===== src/core/i2csf_defines.svh =====
`ifndef I2CSF_DEFINES_SVH
`define I2CSF_DEFINES_SVH

`define I2CSF_OFF_STAT 8'h00
`define I2CSF_OFF_RCV 8'h04
`define I2CSF_OFF_TRN 8'h08
`define I2CSF_OFF_CTRL 8'h0c
`define I2CSF_OFF_IMASK 8'h10
`define I2CSF_OFF_ISTAT 8'h14

`define I2CSF_B_ACK 15
`define I2CSF_B_TIP 14
`define I2CSF_B_AW 13
`define I2CSF_B_BCL 10
`define I2CSF_B_GC 9
`define I2CSF_B_A10 8
`define I2CSF_B_IWC 7
`define I2CSF_B_OV 6
`define I2CSF_B_DA 5
`define I2CSF_B_P 4
`define I2CSF_B_S 3
`define I2CSF_B_RW 2
`define I2CSF_B_RBF 1
`define I2CSF_B_TBF 0

`define I2CSF_CTRL_TEN 10
`define I2CSF_CTRL_RST 11'h000

`define I2CSF_EV_W 4
`define I2CSF_EV_STOP 0
`define I2CSF_EV_RX 1
`define I2CSF_EV_TXD 2
`define I2CSF_EV_BCL 3
`define I2CSF_EV_RST 4'h0

`define I2CSF_CNT_BYTE 4'h8
`define I2CSF_CNT_ACK 4'h9
`define I2CSF_GC_ADDR 8'h00
`define I2CSF_TEN_PFX 5'h1e
`define I2CSF_BYTE_RST 8'h00
`define I2CSF_WORD_RST 32'h0000_0000

`endif


===== src/core/i2csf_pkg.sv =====
package i2csf_pkg;

   typedef enum logic [1:0] {
      PH_IDLE,
      PH_ADDR,
      PH_ADDR2,
      PH_DATA
   } i2csf_phase_e;

   typedef enum logic [2:0] {
      RG_STAT,
      RG_RCV,
      RG_TRN,
      RG_CTRL,
      RG_IMASK,
      RG_ISTAT,
      RG_NONE
   } i2csf_reg_e;

   typedef struct packed {
      logic [7:0] addr;
      logic write;
      logic [31:0] wdata;
   } i2csf_apb_req_s;

endpackage : i2csf_pkg


===== src/core/i2csf_status_flags.sv =====
// The APB slave port and the register offsets were left to the implementer.
`timescale 1ns/1ps
`include "i2csf_defines.svh"

//Contract
// - Ack flag: one on NACK, zero on ACK
// - Ack flag changes only at ack end
// - Transmit flag spans byte plus ack
// - Slave ack window: 8th fall to 9th rise
// - Collision during master op sets flag
// - General call flag, cleared at Stop
// - Ten-bit match flag, cleared at Stop
// - Busy transmit write dropped, flag set
// - Unread receive buffer overrun sets flag
module i2csf_status_flags (
   input wire logic sys_clk_i,
   input wire logic srst_i,
   input wire logic psel_i,
   input wire logic penable_i,
   input wire logic pwrite_i,
   input wire logic [7:0] paddr_i,
   input wire logic [31:0] pwdata_i,
   output logic [31:0] prdata_o,
   output logic pready_o,
   output logic pslverr_o,
   input wire logic scl_i,
   input wire logic sda_i,
   input wire logic slave_mode_i,
   input wire logic master_active_i,
   input wire logic mst_sda_out_i,
   input wire logic mst_tx_start_i,
   output logic [7:0] tx_data_o,
   output logic irq_o
);

   function automatic i2csf_pkg::i2csf_reg_e reg_dec(input logic [7:0] a);
      if (a == `I2CSF_OFF_STAT) begin
         reg_dec = i2csf_pkg::RG_STAT;
      end else if (a == `I2CSF_OFF_RCV) begin
         reg_dec = i2csf_pkg::RG_RCV;
      end else if (a == `I2CSF_OFF_TRN) begin
         reg_dec = i2csf_pkg::RG_TRN;
      end else if (a == `I2CSF_OFF_CTRL) begin
         reg_dec = i2csf_pkg::RG_CTRL;
      end else if (a == `I2CSF_OFF_IMASK) begin
         reg_dec = i2csf_pkg::RG_IMASK;
      end else if (a == `I2CSF_OFF_ISTAT) begin
         reg_dec = i2csf_pkg::RG_ISTAT;
      end else begin
         reg_dec = i2csf_pkg::RG_NONE;
      end
   endfunction : reg_dec

   i2csf_pkg::i2csf_apb_req_s req;
   i2csf_pkg::i2csf_phase_e phase_ff;
   logic scl_s1_ff, scl_s2_ff, scl_d_ff;
   logic sda_s1_ff, sda_s2_ff, sda_d_ff;
   logic [3:0] bit_cnt_ff;
   logic [7:0] shift_ff, rcv_ff, trn_ff;
   logic [10:0] ctrl_ff;
   logic [`I2CSF_EV_W-1:0] imask_ff, istat_ff, ev;
   logic ack_ff, tip_ff, aw_ff, bcl_ff, gc_ff, a10_ff;
   logic iwc_ff, ov_ff, da_ff, p_ff, s_ff, rw_ff;
   logic rbf_ff, tbf_ff, ack_smp_ff;
   logic [31:0] prdata_ff;
   logic pready_ff, pslverr_ff, irq_ff;
   logic [15:0] stat;
   logic scl_rise, scl_fall, start_det, stop_det;
   logic byte_done, ack_rise, ack_end;
   logic acc, wr_stat, wr_trn, rd_rcv;
   logic rx_load;

   assign req = '{addr: paddr_i, write: pwrite_i, wdata: pwdata_i};

   // Pins are asynchronous to the peripheral clock
   always_ff @(posedge sys_clk_i) begin
      if (srst_i) begin
         scl_s1_ff <= 1'b1;
         scl_s2_ff <= 1'b1;
         scl_d_ff <= 1'b1;
         sda_s1_ff <= 1'b1;
         sda_s2_ff <= 1'b1;
         sda_d_ff <= 1'b1;
      end else begin
         scl_s1_ff <= scl_i;
         scl_s2_ff <= scl_s1_ff;
         scl_d_ff <= scl_s2_ff;
         sda_s1_ff <= sda_i;
         sda_s2_ff <= sda_s1_ff;
         sda_d_ff <= sda_s2_ff;
      end
   end

   assign scl_rise = scl_s2_ff & ~scl_d_ff;
   assign scl_fall = ~scl_s2_ff & scl_d_ff;
   assign start_det = scl_s2_ff & scl_d_ff & sda_d_ff & ~sda_s2_ff;
   assign stop_det = scl_s2_ff & scl_d_ff & ~sda_d_ff & sda_s2_ff;
   assign byte_done = scl_fall & (bit_cnt_ff == `I2CSF_CNT_BYTE);
   assign ack_rise = scl_rise & (bit_cnt_ff == `I2CSF_CNT_BYTE);
   assign ack_end = scl_fall & (bit_cnt_ff == `I2CSF_CNT_ACK);

   // Counts SCL rises within a byte, ack bit is the ninth
   always_ff @(posedge sys_clk_i) begin
      if (srst_i || start_det || stop_det) begin
         bit_cnt_ff <= 4'h0;
      end else if (scl_rise && bit_cnt_ff < `I2CSF_CNT_ACK) begin
         bit_cnt_ff <= bit_cnt_ff + 4'h1;
      end else if (ack_end) begin
         bit_cnt_ff <= 4'h0;
      end
   end

   always_ff @(posedge sys_clk_i) begin
      if (srst_i) begin
         shift_ff <= `I2CSF_BYTE_RST;
      end else if (scl_rise && bit_cnt_ff < `I2CSF_CNT_BYTE) begin
         shift_ff <= {shift_ff[6:0], sda_s2_ff};
      end
   end

   always_ff @(posedge sys_clk_i) begin
      if (srst_i || stop_det) begin
         phase_ff <= i2csf_pkg::PH_IDLE;
      end else if (start_det) begin
         phase_ff <= i2csf_pkg::PH_ADDR;
      end else if (byte_done) begin
         case (phase_ff)
            i2csf_pkg::PH_ADDR: begin
               if (ctrl_ff[`I2CSF_CTRL_TEN] && !shift_ff[0] &&
                   shift_ff[7:1] == {`I2CSF_TEN_PFX, ctrl_ff[9:8]}) begin
                  phase_ff <= i2csf_pkg::PH_ADDR2;
               end else begin
                  phase_ff <= i2csf_pkg::PH_DATA;
               end
            end
            i2csf_pkg::PH_ADDR2: begin
               phase_ff <= i2csf_pkg::PH_DATA;
            end
            default: begin
               phase_ff <= phase_ff;
            end
         endcase
      end
   end

   always_ff @(posedge sys_clk_i) begin
      if (srst_i) begin
         s_ff <= 1'b0;
         p_ff <= 1'b0;
         rw_ff <= 1'b0;
         da_ff <= 1'b0;
      end else begin
         if (start_det) begin
            s_ff <= 1'b1;
            p_ff <= 1'b0;
         end else if (stop_det) begin
            s_ff <= 1'b0;
            p_ff <= 1'b1;
         end
         if (byte_done && phase_ff == i2csf_pkg::PH_ADDR) begin
            rw_ff <= shift_ff[0];
         end
         if (byte_done) begin
            da_ff <= (phase_ff == i2csf_pkg::PH_DATA);
         end
      end
   end

   always_ff @(posedge sys_clk_i) begin
      if (srst_i) begin
         gc_ff <= 1'b0;
      end else if (byte_done && slave_mode_i && phase_ff == i2csf_pkg::PH_ADDR &&
                   shift_ff == `I2CSF_GC_ADDR) begin
         gc_ff <= 1'b1;
      end else if (stop_det) begin
         gc_ff <= 1'b0;
      end
   end

   always_ff @(posedge sys_clk_i) begin
      if (srst_i) begin
         a10_ff <= 1'b0;
      end else if (byte_done && slave_mode_i && phase_ff == i2csf_pkg::PH_ADDR2 &&
                   shift_ff == ctrl_ff[7:0]) begin
         a10_ff <= 1'b1;
      end else if (stop_det) begin
         a10_ff <= 1'b0;
      end
   end

   always_ff @(posedge sys_clk_i) begin
      if (srst_i) begin
         aw_ff <= 1'b0;
      end else if (byte_done && slave_mode_i) begin
         aw_ff <= 1'b1;
      end else if (ack_rise || stop_det) begin
         aw_ff <= 1'b0;
      end
   end

   // Busy from start to ack end
   always_ff @(posedge sys_clk_i) begin
      if (srst_i) begin
         tip_ff <= 1'b0;
      end else if (mst_tx_start_i) begin
         tip_ff <= 1'b1;
      end else if (ack_end) begin
         tip_ff <= 1'b0;
      end
   end

   // NACK reads high on the line
   always_ff @(posedge sys_clk_i) begin
      if (srst_i) begin
         ack_smp_ff <= 1'b0;
      end else if (ack_rise && tip_ff) begin
         ack_smp_ff <= sda_s2_ff;
      end
   end

   always_ff @(posedge sys_clk_i) begin
      if (srst_i) begin
         ack_ff <= 1'b0;
      end else if (ack_end && tip_ff) begin
         ack_ff <= ack_smp_ff;
      end
   end

   always_ff @(posedge sys_clk_i) begin
      if (srst_i) begin
         bcl_ff <= 1'b0;
      end else if (master_active_i && scl_s2_ff && mst_sda_out_i && !sda_s2_ff) begin
         bcl_ff <= 1'b1;
      end else if (wr_stat && req.wdata[`I2CSF_B_BCL]) begin
         bcl_ff <= 1'b0;
      end
   end

   assign acc = psel_i & penable_i & pready_ff;
   assign wr_stat = acc & req.write & (reg_dec(req.addr) == i2csf_pkg::RG_STAT);
   assign wr_trn = acc & req.write & (reg_dec(req.addr) == i2csf_pkg::RG_TRN);
   assign rd_rcv = acc & ~req.write & (reg_dec(req.addr) == i2csf_pkg::RG_RCV);
   assign rx_load = byte_done & ~tip_ff & (phase_ff != i2csf_pkg::PH_IDLE);

   always_ff @(posedge sys_clk_i) begin
      if (srst_i) begin
         trn_ff <= `I2CSF_BYTE_RST;
         tbf_ff <= 1'b0;
         iwc_ff <= 1'b0;
      end else begin
         if (wr_trn && tip_ff) begin
            iwc_ff <= 1'b1;
         end else if (wr_stat && req.wdata[`I2CSF_B_IWC]) begin
            iwc_ff <= 1'b0;
         end
         if (wr_trn && !tip_ff) begin
            trn_ff <= req.wdata[7:0];
            tbf_ff <= 1'b1;
         end else if (ack_end && tip_ff) begin
            tbf_ff <= 1'b0;
         end
      end
   end

   always_ff @(posedge sys_clk_i) begin
      if (srst_i) begin
         rcv_ff <= `I2CSF_BYTE_RST;
         rbf_ff <= 1'b0;
         ov_ff <= 1'b0;
      end else begin
         if (rx_load && rbf_ff) begin
            ov_ff <= 1'b1;
         end else if (wr_stat && req.wdata[`I2CSF_B_OV]) begin
            ov_ff <= 1'b0;
         end
         if (rx_load && !rbf_ff) begin
            rcv_ff <= shift_ff;
            rbf_ff <= 1'b1;
         end else if (rd_rcv) begin
            rbf_ff <= 1'b0;
         end
      end
   end

   always_comb begin
      stat = 16'h0000;
      stat[`I2CSF_B_ACK] = ack_ff;
      stat[`I2CSF_B_TIP] = tip_ff;
      stat[`I2CSF_B_AW] = aw_ff;
      stat[`I2CSF_B_BCL] = bcl_ff;
      stat[`I2CSF_B_GC] = gc_ff;
      stat[`I2CSF_B_A10] = a10_ff;
      stat[`I2CSF_B_IWC] = iwc_ff;
      stat[`I2CSF_B_OV] = ov_ff;
      stat[`I2CSF_B_DA] = da_ff;
      stat[`I2CSF_B_P] = p_ff;
      stat[`I2CSF_B_S] = s_ff;
      stat[`I2CSF_B_RW] = rw_ff;
      stat[`I2CSF_B_RBF] = rbf_ff;
      stat[`I2CSF_B_TBF] = tbf_ff;
   end

   always_comb begin
      ev = `I2CSF_EV_RST;
      ev[`I2CSF_EV_STOP] = stop_det;
      ev[`I2CSF_EV_RX] = rx_load;
      ev[`I2CSF_EV_TXD] = ack_end & tip_ff;
      ev[`I2CSF_EV_BCL] = master_active_i & scl_s2_ff & mst_sda_out_i & ~sda_s2_ff;
   end

   // Set beats a same-cycle write-one clear
   always_ff @(posedge sys_clk_i) begin
      if (srst_i) begin
         istat_ff <= `I2CSF_EV_RST;
         imask_ff <= `I2CSF_EV_RST;
         ctrl_ff <= `I2CSF_CTRL_RST;
         irq_ff <= 1'b0;
      end else begin
         if (acc && req.write && reg_dec(req.addr) == i2csf_pkg::RG_ISTAT) begin
            istat_ff <= (istat_ff & ~req.wdata[`I2CSF_EV_W-1:0]) | ev;
         end else begin
            istat_ff <= istat_ff | ev;
         end
         if (acc && req.write && reg_dec(req.addr) == i2csf_pkg::RG_IMASK) begin
            imask_ff <= req.wdata[`I2CSF_EV_W-1:0];
         end
         if (acc && req.write && reg_dec(req.addr) == i2csf_pkg::RG_CTRL) begin
            ctrl_ff <= req.wdata[10:0];
         end
         irq_ff <= |(istat_ff & imask_ff);
      end
   end

   // Ready one cycle after setup: zero wait states, no stall
   always_ff @(posedge sys_clk_i) begin
      if (srst_i) begin
         pready_ff <= 1'b0;
         pslverr_ff <= 1'b0;
         prdata_ff <= `I2CSF_WORD_RST;
      end else begin
         pready_ff <= psel_i & ~penable_i;
         if (psel_i && !penable_i) begin
            pslverr_ff <= (reg_dec(req.addr) == i2csf_pkg::RG_NONE);
            prdata_ff <= `I2CSF_WORD_RST;
            if (!req.write) begin
               if (reg_dec(req.addr) == i2csf_pkg::RG_STAT) begin
                  prdata_ff <= {16'h0000, stat};
               end else if (reg_dec(req.addr) == i2csf_pkg::RG_RCV) begin
                  prdata_ff <= {24'h000000, rcv_ff};
               end else if (reg_dec(req.addr) == i2csf_pkg::RG_TRN) begin
                  prdata_ff <= {24'h000000, trn_ff};
               end else if (reg_dec(req.addr) == i2csf_pkg::RG_CTRL) begin
                  prdata_ff <= {21'h0, ctrl_ff};
               end else if (reg_dec(req.addr) == i2csf_pkg::RG_IMASK) begin
                  prdata_ff <= {28'h0000000, imask_ff};
               end else if (reg_dec(req.addr) == i2csf_pkg::RG_ISTAT) begin
                  prdata_ff <= {28'h0000000, istat_ff};
               end
            end
         end
      end
   end

   assign prdata_o = prdata_ff;
   assign pready_o = pready_ff;
   assign pslverr_o = pslverr_ff;
   assign tx_data_o = trn_ff;
   assign irq_o = irq_ff;

endmodule : i2csf_status_flags


===== config.mk =====
export PLATFORM = sky130hd
export DESIGN_NAME = i2csf_status_flags
export DESIGN_NICKNAME = d
export VERILOG_FILES = /design/src/core/i2csf_pkg.sv /design/src/core/i2csf_status_flags.sv
export VERILOG_INCLUDE_DIRS = /design/src /design/src/core
export SDC_FILE = /design/constraint.sdc
export NUM_CORES = 1
export LEC_CHECK = 0
export BUFFER_PORTS_ARGS = -buffer_cell sky130_fd_sc_hd__buf_2
export CORE_ASPECT_RATIO = 0.5
export CORE_MARGIN = 4
export CORE_UTILIZATION = 30
export DETAILED_ROUTE_END_ITERATION = 16
export PLACE_DENSITY = 0.59
export SYNTH_ARGS = -nofsm -noshare
export SYNTH_HDL_FRONTEND = slang
export SYNTH_SLANG_ARGS = --single-unit
export TNS_END_PERCENT = 10

===== constraint.sdc =====
create_clock -name sys_clk_i -period 2.07 [get_ports sys_clk_i]
set_clock_uncertainty 0.15 [all_clocks]
set_input_delay 0.207 -clock sys_clk_i [delete_from_list [all_inputs] [get_ports sys_clk_i]]
set_output_delay 0.207 -clock sys_clk_i [all_outputs]
set_load 0.01 [all_outputs]

## Word level (Yosys, flattened, before mapping)

Cells that the tools add are included.

- Bits of input ports: 51
- Flip-flop bits (word level): 105

- Bitwise logic cells: 36
- Reduce and logical (&&, ||, !) cells: 60
- Equal/unequal tests: 23
- Add/sub/neg operators: 1
- Order comparisons: 2
- Muxes and demuxes: 74

Operators by type and width:

| operator | number |
|---|---|
| $mux W3 | 40 |
| $mux W11 | 3 |
| $mux W16 | 2 |
| $reduce_bool A2 Y1 | 14 |
| $logic_and A1 B1 Y1 | 27 |
| $and A1 B1 Y1 | 24 |
| $mux W1 | 21 |
| $mux W4 | 5 |
| $eq A8 B4 Y1 const B | 2 |
| $eq A8 B5 Y1 const B | 2 |
| $logic_not A8 Y1 | 2 |
| $eq A3 B3 Y1 const B | 5 |
| $eq A3 B2 Y1 const B | 4 |
| $and A4 B4 Y4 | 2 |
| $eq A4 B4 Y1 const B | 2 |
| $eq A8 B3 Y1 const B | 1 |
| $eq A8 B8 Y1 | 1 |
| $lt A4 B4 Y1 const B | 2 |
| $or A4 B4 Y4 | 2 |
| $eq A7 B7 Y1 | 1 |
| $not A1 Y1 | 7 |
| $eq A3 B1 Y1 const B | 2 |
| $logic_not A3 Y1 | 2 |
| $logic_not A1 Y1 | 5 |
| 11 further kinds | 18 |

## Depth between registers and ports, before layout

- Depth in word-level cells: 53
- Mapped depth: 7

## Worst setup path before layout

No wires, ideal clock.

- Path type: input-to-reg
- Start: input paddr_i[7]
- End: register ctrl_ff[0]
- Arrival time: 1437 ps
- Required time: 1792 ps
- Slack: 356 ps
- Stages on the path: 6
- Cells stage by stage: or3_1 > buf_2 > nor4_4 > buf_6 > mux2i_1 > nor2_1

- Word-level cells in the longest chain between the ends: 10
- Elaborated cells between the ends (all ways): 15
- Classes of those cells: 6 x eq/ne; 7 x mux; 2 x reduce/logical

Ends and longest elaborated chain:

| element | RTL line | source |
|---|---|---|
| start: declaration | i2csf_status_flags.sv:21 | `input wire logic [7:0] paddr_i,` |
| $eq A8 B5 Y1 (no line) | -- |  |
| $mux W2 | i2csf_status_flags.sv:47 | `` end else if (a == `I2CSF_OFF_ISTAT) begin `` |
| $mux W2 | i2csf_status_flags.sv:45 | `` end else if (a == `I2CSF_OFF_IMASK) begin `` |
| $mux W3 | i2csf_status_flags.sv:43 | `` end else if (a == `I2CSF_OFF_CTRL) begin `` |
| $mux W3 | i2csf_status_flags.sv:41 | `` end else if (a == `I2CSF_OFF_TRN) begin `` |
| $mux W3 | i2csf_status_flags.sv:39 | `` end else if (a == `I2CSF_OFF_RCV) begin `` |
| $mux W3 (*) | i2csf_status_flags.sv:37 | `` if (a == `I2CSF_OFF_STAT) begin `` |
| $mux W3 (*) | i2csf_status_flags.sv:313 | `if (srst_i) begin` |
| $eq A3 B2 Y1 (*) | i2csf_status_flags.sv:327 | `if (acc && req.write && reg_dec(req.addr) == i2csf_pkg::RG_CTRL) begin` |
| $logic_and A1 B1 Y1 (*) | i2csf_status_flags.sv:327 |  |
| end signal: assignment | i2csf_status_flags.sv:316 | `` ctrl_ff <= `I2CSF_CTRL_RST; `` |
| end signal: assignment | i2csf_status_flags.sv:328 | `ctrl_ff <= req.wdata[10:0];` |
| end: declaration | i2csf_status_flags.sv:60 | `logic [10:0] ctrl_ff;` |

Every way passes the cells marked *; elsewhere a longest branch is shown, timed or not. The select of a mux whose other input is x is not followed.
A chain may end at the register's enable or synchronous reset.

## Final worst setup path

- Start: register phase_ff[0]
- End: register rcv_ff[0]

- Word-level cells in the longest chain between the ends: 3

Ends and longest elaborated chain:

| element | RTL line | source |
|---|---|---|
| start: declaration | i2csf_status_flags.sv:55 | `i2csf_pkg::i2csf_phase_e phase_ff;` |
| start signal: assignment | i2csf_status_flags.sv:123 | `phase_ff <= i2csf_pkg::PH_IDLE;` |
| start signal: assignment | i2csf_status_flags.sv:125 | `phase_ff <= i2csf_pkg::PH_ADDR;` |
| start signal: assignment | i2csf_status_flags.sv:131 | `phase_ff <= i2csf_pkg::PH_ADDR2;` |
| $reduce_bool A2 Y1 | i2csf_status_flags.sv:243 | `assign rx_load = byte_done & ~tip_ff & (phase_ff != i2csf_pkg::PH_IDLE);` |
| $and A1 B1 Y1 | i2csf_status_flags.sv:243 |  |
| $logic_and A1 B1 Y1 | i2csf_status_flags.sv:276 | `if (rx_load && !rbf_ff) begin` |
| end signal: assignment | i2csf_status_flags.sv:267 | `` rcv_ff <= `I2CSF_BYTE_RST; `` |
| end signal: assignment | i2csf_status_flags.sv:277 | `rcv_ff <= shift_ff;` |
| end: declaration | i2csf_status_flags.sv:59 | `logic [7:0] shift_ff, rcv_ff, trn_ff;` |

No other way between the ends.

==> results.tsv <==
stage	metric	value	unit
placed_design	Placed Instance Area	4717	um2
final_layout	layout cells sized above 1	20.69	%
floorplan	die area	15960	um2
final_layout	commonest non-fill, non-tap cell in the layout	dfxtp_1	
sta	Hold Vio Cnt, Final	0	
clocking	Resized Gates After CTS	0	
synth	EDFF count, synth	0	
sta	setup TNS	0	ps
global_route	largest net degree at the start of global routing	79	
critical_path	CP Launch Point	phase_ff[0]	
route	Remaining DRCs	0	
final_layout	most frequent cells in the layout	dfxtp_1 (87), nor2_1 (59), buf_2 (54), mux2i_1 (43), nand2_1 (34)	
global_route	global-route usage over all layers	13.93	%
placed_design	Placer Congestion	0.8489	
critical_path	kind of critical path	reg -> reg	
critical_path	Critical Path Start Type	register	
route	wire per inst	14.91	um
synth	post-synth top area cell	dfxtp_1	
critical_path	Worst setup EP type	register	
placed_design	port bufs	54	
clocking	clock slew at reported path FFs	60	ps
power	LEAKAGE	2.014	nW
synth	sequential share of the synthesized area	41.78	%
sta	final worst path period share	90.45	%
clocking	total setup buffers inserted after CTS	0	
flow_run	maxcap violations	0	
floorplan	Ports	94	
final_layout	design area	5137	um2
sta	RSZ-0062 raised after global routing	no	
hold_path	startpoint of the worst hold path	slave_mode_i	
synth	Syn Area/Cell	8.870	um2
critical_path	CP arrival	1940	ps
route	Via-to-Cell Ratio	4.834	
route	ANT nets after route	0	
floorplan	core area	13590	um2
route	number of DRC markers in iteration 0	257	
power	Peak VDD IR	0.0004318	V
synth	top post-synthesis cells by area	dfxtp_1 (42%), mux2i_1 (10%), nor2_1 (5.3%)	
synth	YS warnings	0	
sta	final setup margin	197.7	ps
clocking	CTS buffer count	9	
critical_path	reg2reg start	phase_ff[0]	
final_layout	antenna cells	0	
final_layout	Final nets	604	
sta	fin. max-slew vios	0	
synth	Main synth FF type	dfxtp_1	
global_route	antenna violations before repair	0	
synth	Post-Synthesis Cells	470	
floorplan	Die Span X	174.7	um
global_route	vias in the first global route	3441	
sta	final setup violation count	0	
placed_design	post-detail-place hpwl	8.159	mm
global_route	first-pass GRT wire length	17.94	mm
clocking	# hold bufs at CTS	12	
final_layout	Layout fillers	1432	
placed_design	post-place setup slack	125.0	ps
floorplan	# rows	30	
final_layout	Area Overhead vs Synth	23.23	%
route	Pre-antenna DRT Iters	5	
clocking	clock tree buffer depth	2	
sta	Max Clock Freq	0.5341	GHz
run_status	status	completed	
global_route	Overflow after GRT	0	
clocking	CTS tree	yes	
route	DR vias	3592	
synth	Distinct cells, synth	57	
sta	crit path time final	1872	ps
clocking	clk root buf	clkbuf_16	
clocking	H-tree depth	3	
synth	asr flop ratio synth	0	%
critical_path	Crit Path Max Fanout	9	
floorplan	Die Ht	91.36	um
route	WL final	11.08	mm
synth	Synth top area share	41.78	%
synth	post-synthesis register bit count	87	
power	Pwr Density	695.5	nW/um2
hold_path	Hold Crit Class	in -> reg	
synth	Post-Synthesis Cell Area	4169	um2
critical_path	CP Data Required Time	2140	ps
clocking	CTS Sinks	87	
floorplan	Initial Utilization	30.68	%
clocking	Skew-Pair Late Insertion Delay	340	ps
[flip-flops by register name (all words and copies together) (netlist names), 2 cells and up]
register	flops
prdata_o	14
bit_cnt_ff	4
phase_ff	2
tx_data_o	8
ctrl_ff	11
istat_ff	4
shift_ff	8
imask_ff	4
rcv_ff	8
[routing by layer]
metal / wire [um] / up-vias / GRT usage [%] / share of wire (%)
met2: 5025 / 82 / 21.93 / 45
met1: 5353 / 1708 / 19.16 / 48
met4: 140 / 0 / 4.246 / 1.3
met5: 0 / - / 0 / 0
li1: - / 1790 / - / -
met3: 556 / 12 / 3.037 / 5.0
[kinds of logic after synthesis]
group           after synthesis  share of synthesized area (%)
simple gates                165                          21.16
compound gates               97                          14.74
other cells                   1                        0.08995
mux                          43                          10.32
buf+inv                      58                          7.293
flops                        87                          41.78
xor+xnor                     12                          2.521
fa+ha+maj                     7                          2.101
[cell type report]
| type | instances | area, um2 | area share, % |
|---|---|---|---|
| clock buffer | 11 | 242.7 | 4.725 |
| clock inverter | 5 | 57.56 | 1.120 |
| inverter | 16 | 60.06 | 1.169 |
| multi-input combinational | 342 | 2200 | 42.82 |
| sequential | 87 | 1742 | 33.90 |
| tap | 192 | 240.2 | 4.676 |
| timing repair buffer | 90 | 595.6 | 11.59 |
[synth_stat cells, drive strengths merged, types with 6 or more instances]
library cell and count:
dfxtp 87, nor2 59, mux2i 43, nand2 34, a21oi 32, buf 26, o21ai 21, clkbuf 16
inv 16, a22oi 11, nand3 9, nor4 8, ha 7, xnor2 7, nand2b 6, o211ai 6
or2 6
[report_power, final]
group,switching [mW],total [mW],internal [mW]
Clock,0.661,1.63,0.966
Sequential,0.0153,1.70,1.69
Combinational,0.146,0.243,0.0973
[worst max-delay path, cell delays in order (launching register included)]
cell     delay, ps
dfxtp_1        390
inv_1           90
ha_1           200
nor2_1         180
nor4b_2        220
buf_4          250
mux2i_1        220
nor2_1          50
[stage by stage]
| step | power, mW | util, % | hold slack, ps | instances |
|---|---|---|---|---|
| 2_1_floorplan | 1.892 | - | 160.8 | 487 |
| 3_3_place_gp | 1.962 | 34.71 | 242.2 | 715 |
| 3_5_place_dp | 1.965 | 34.71 | 246.1 | 715 |
| 6_report | 3.573 | 37.81 | 12.95 | 743 |
| 5_1_grt | 3.709 | 37.81 | 11.65 | 743 |
| 4_1_cts | 3.618 | 37.81 | 2.957 | 743 |
[path summary, 6_finish.rpt]
| check | endpoint | slack (ps) | cells past startpoint |
|---|---|---|---|
| hold / removal | aw_ff | 10 | 3 |
| setup reg to reg | rcv_ff[0] | 200 | 7 |
| hold reg to reg | scl_s2_ff | 260 | 1 |
| setup / recovery | rcv_ff[0] | 200 | 7 |
Note: power is estimated with default switching activity, not from simulation.
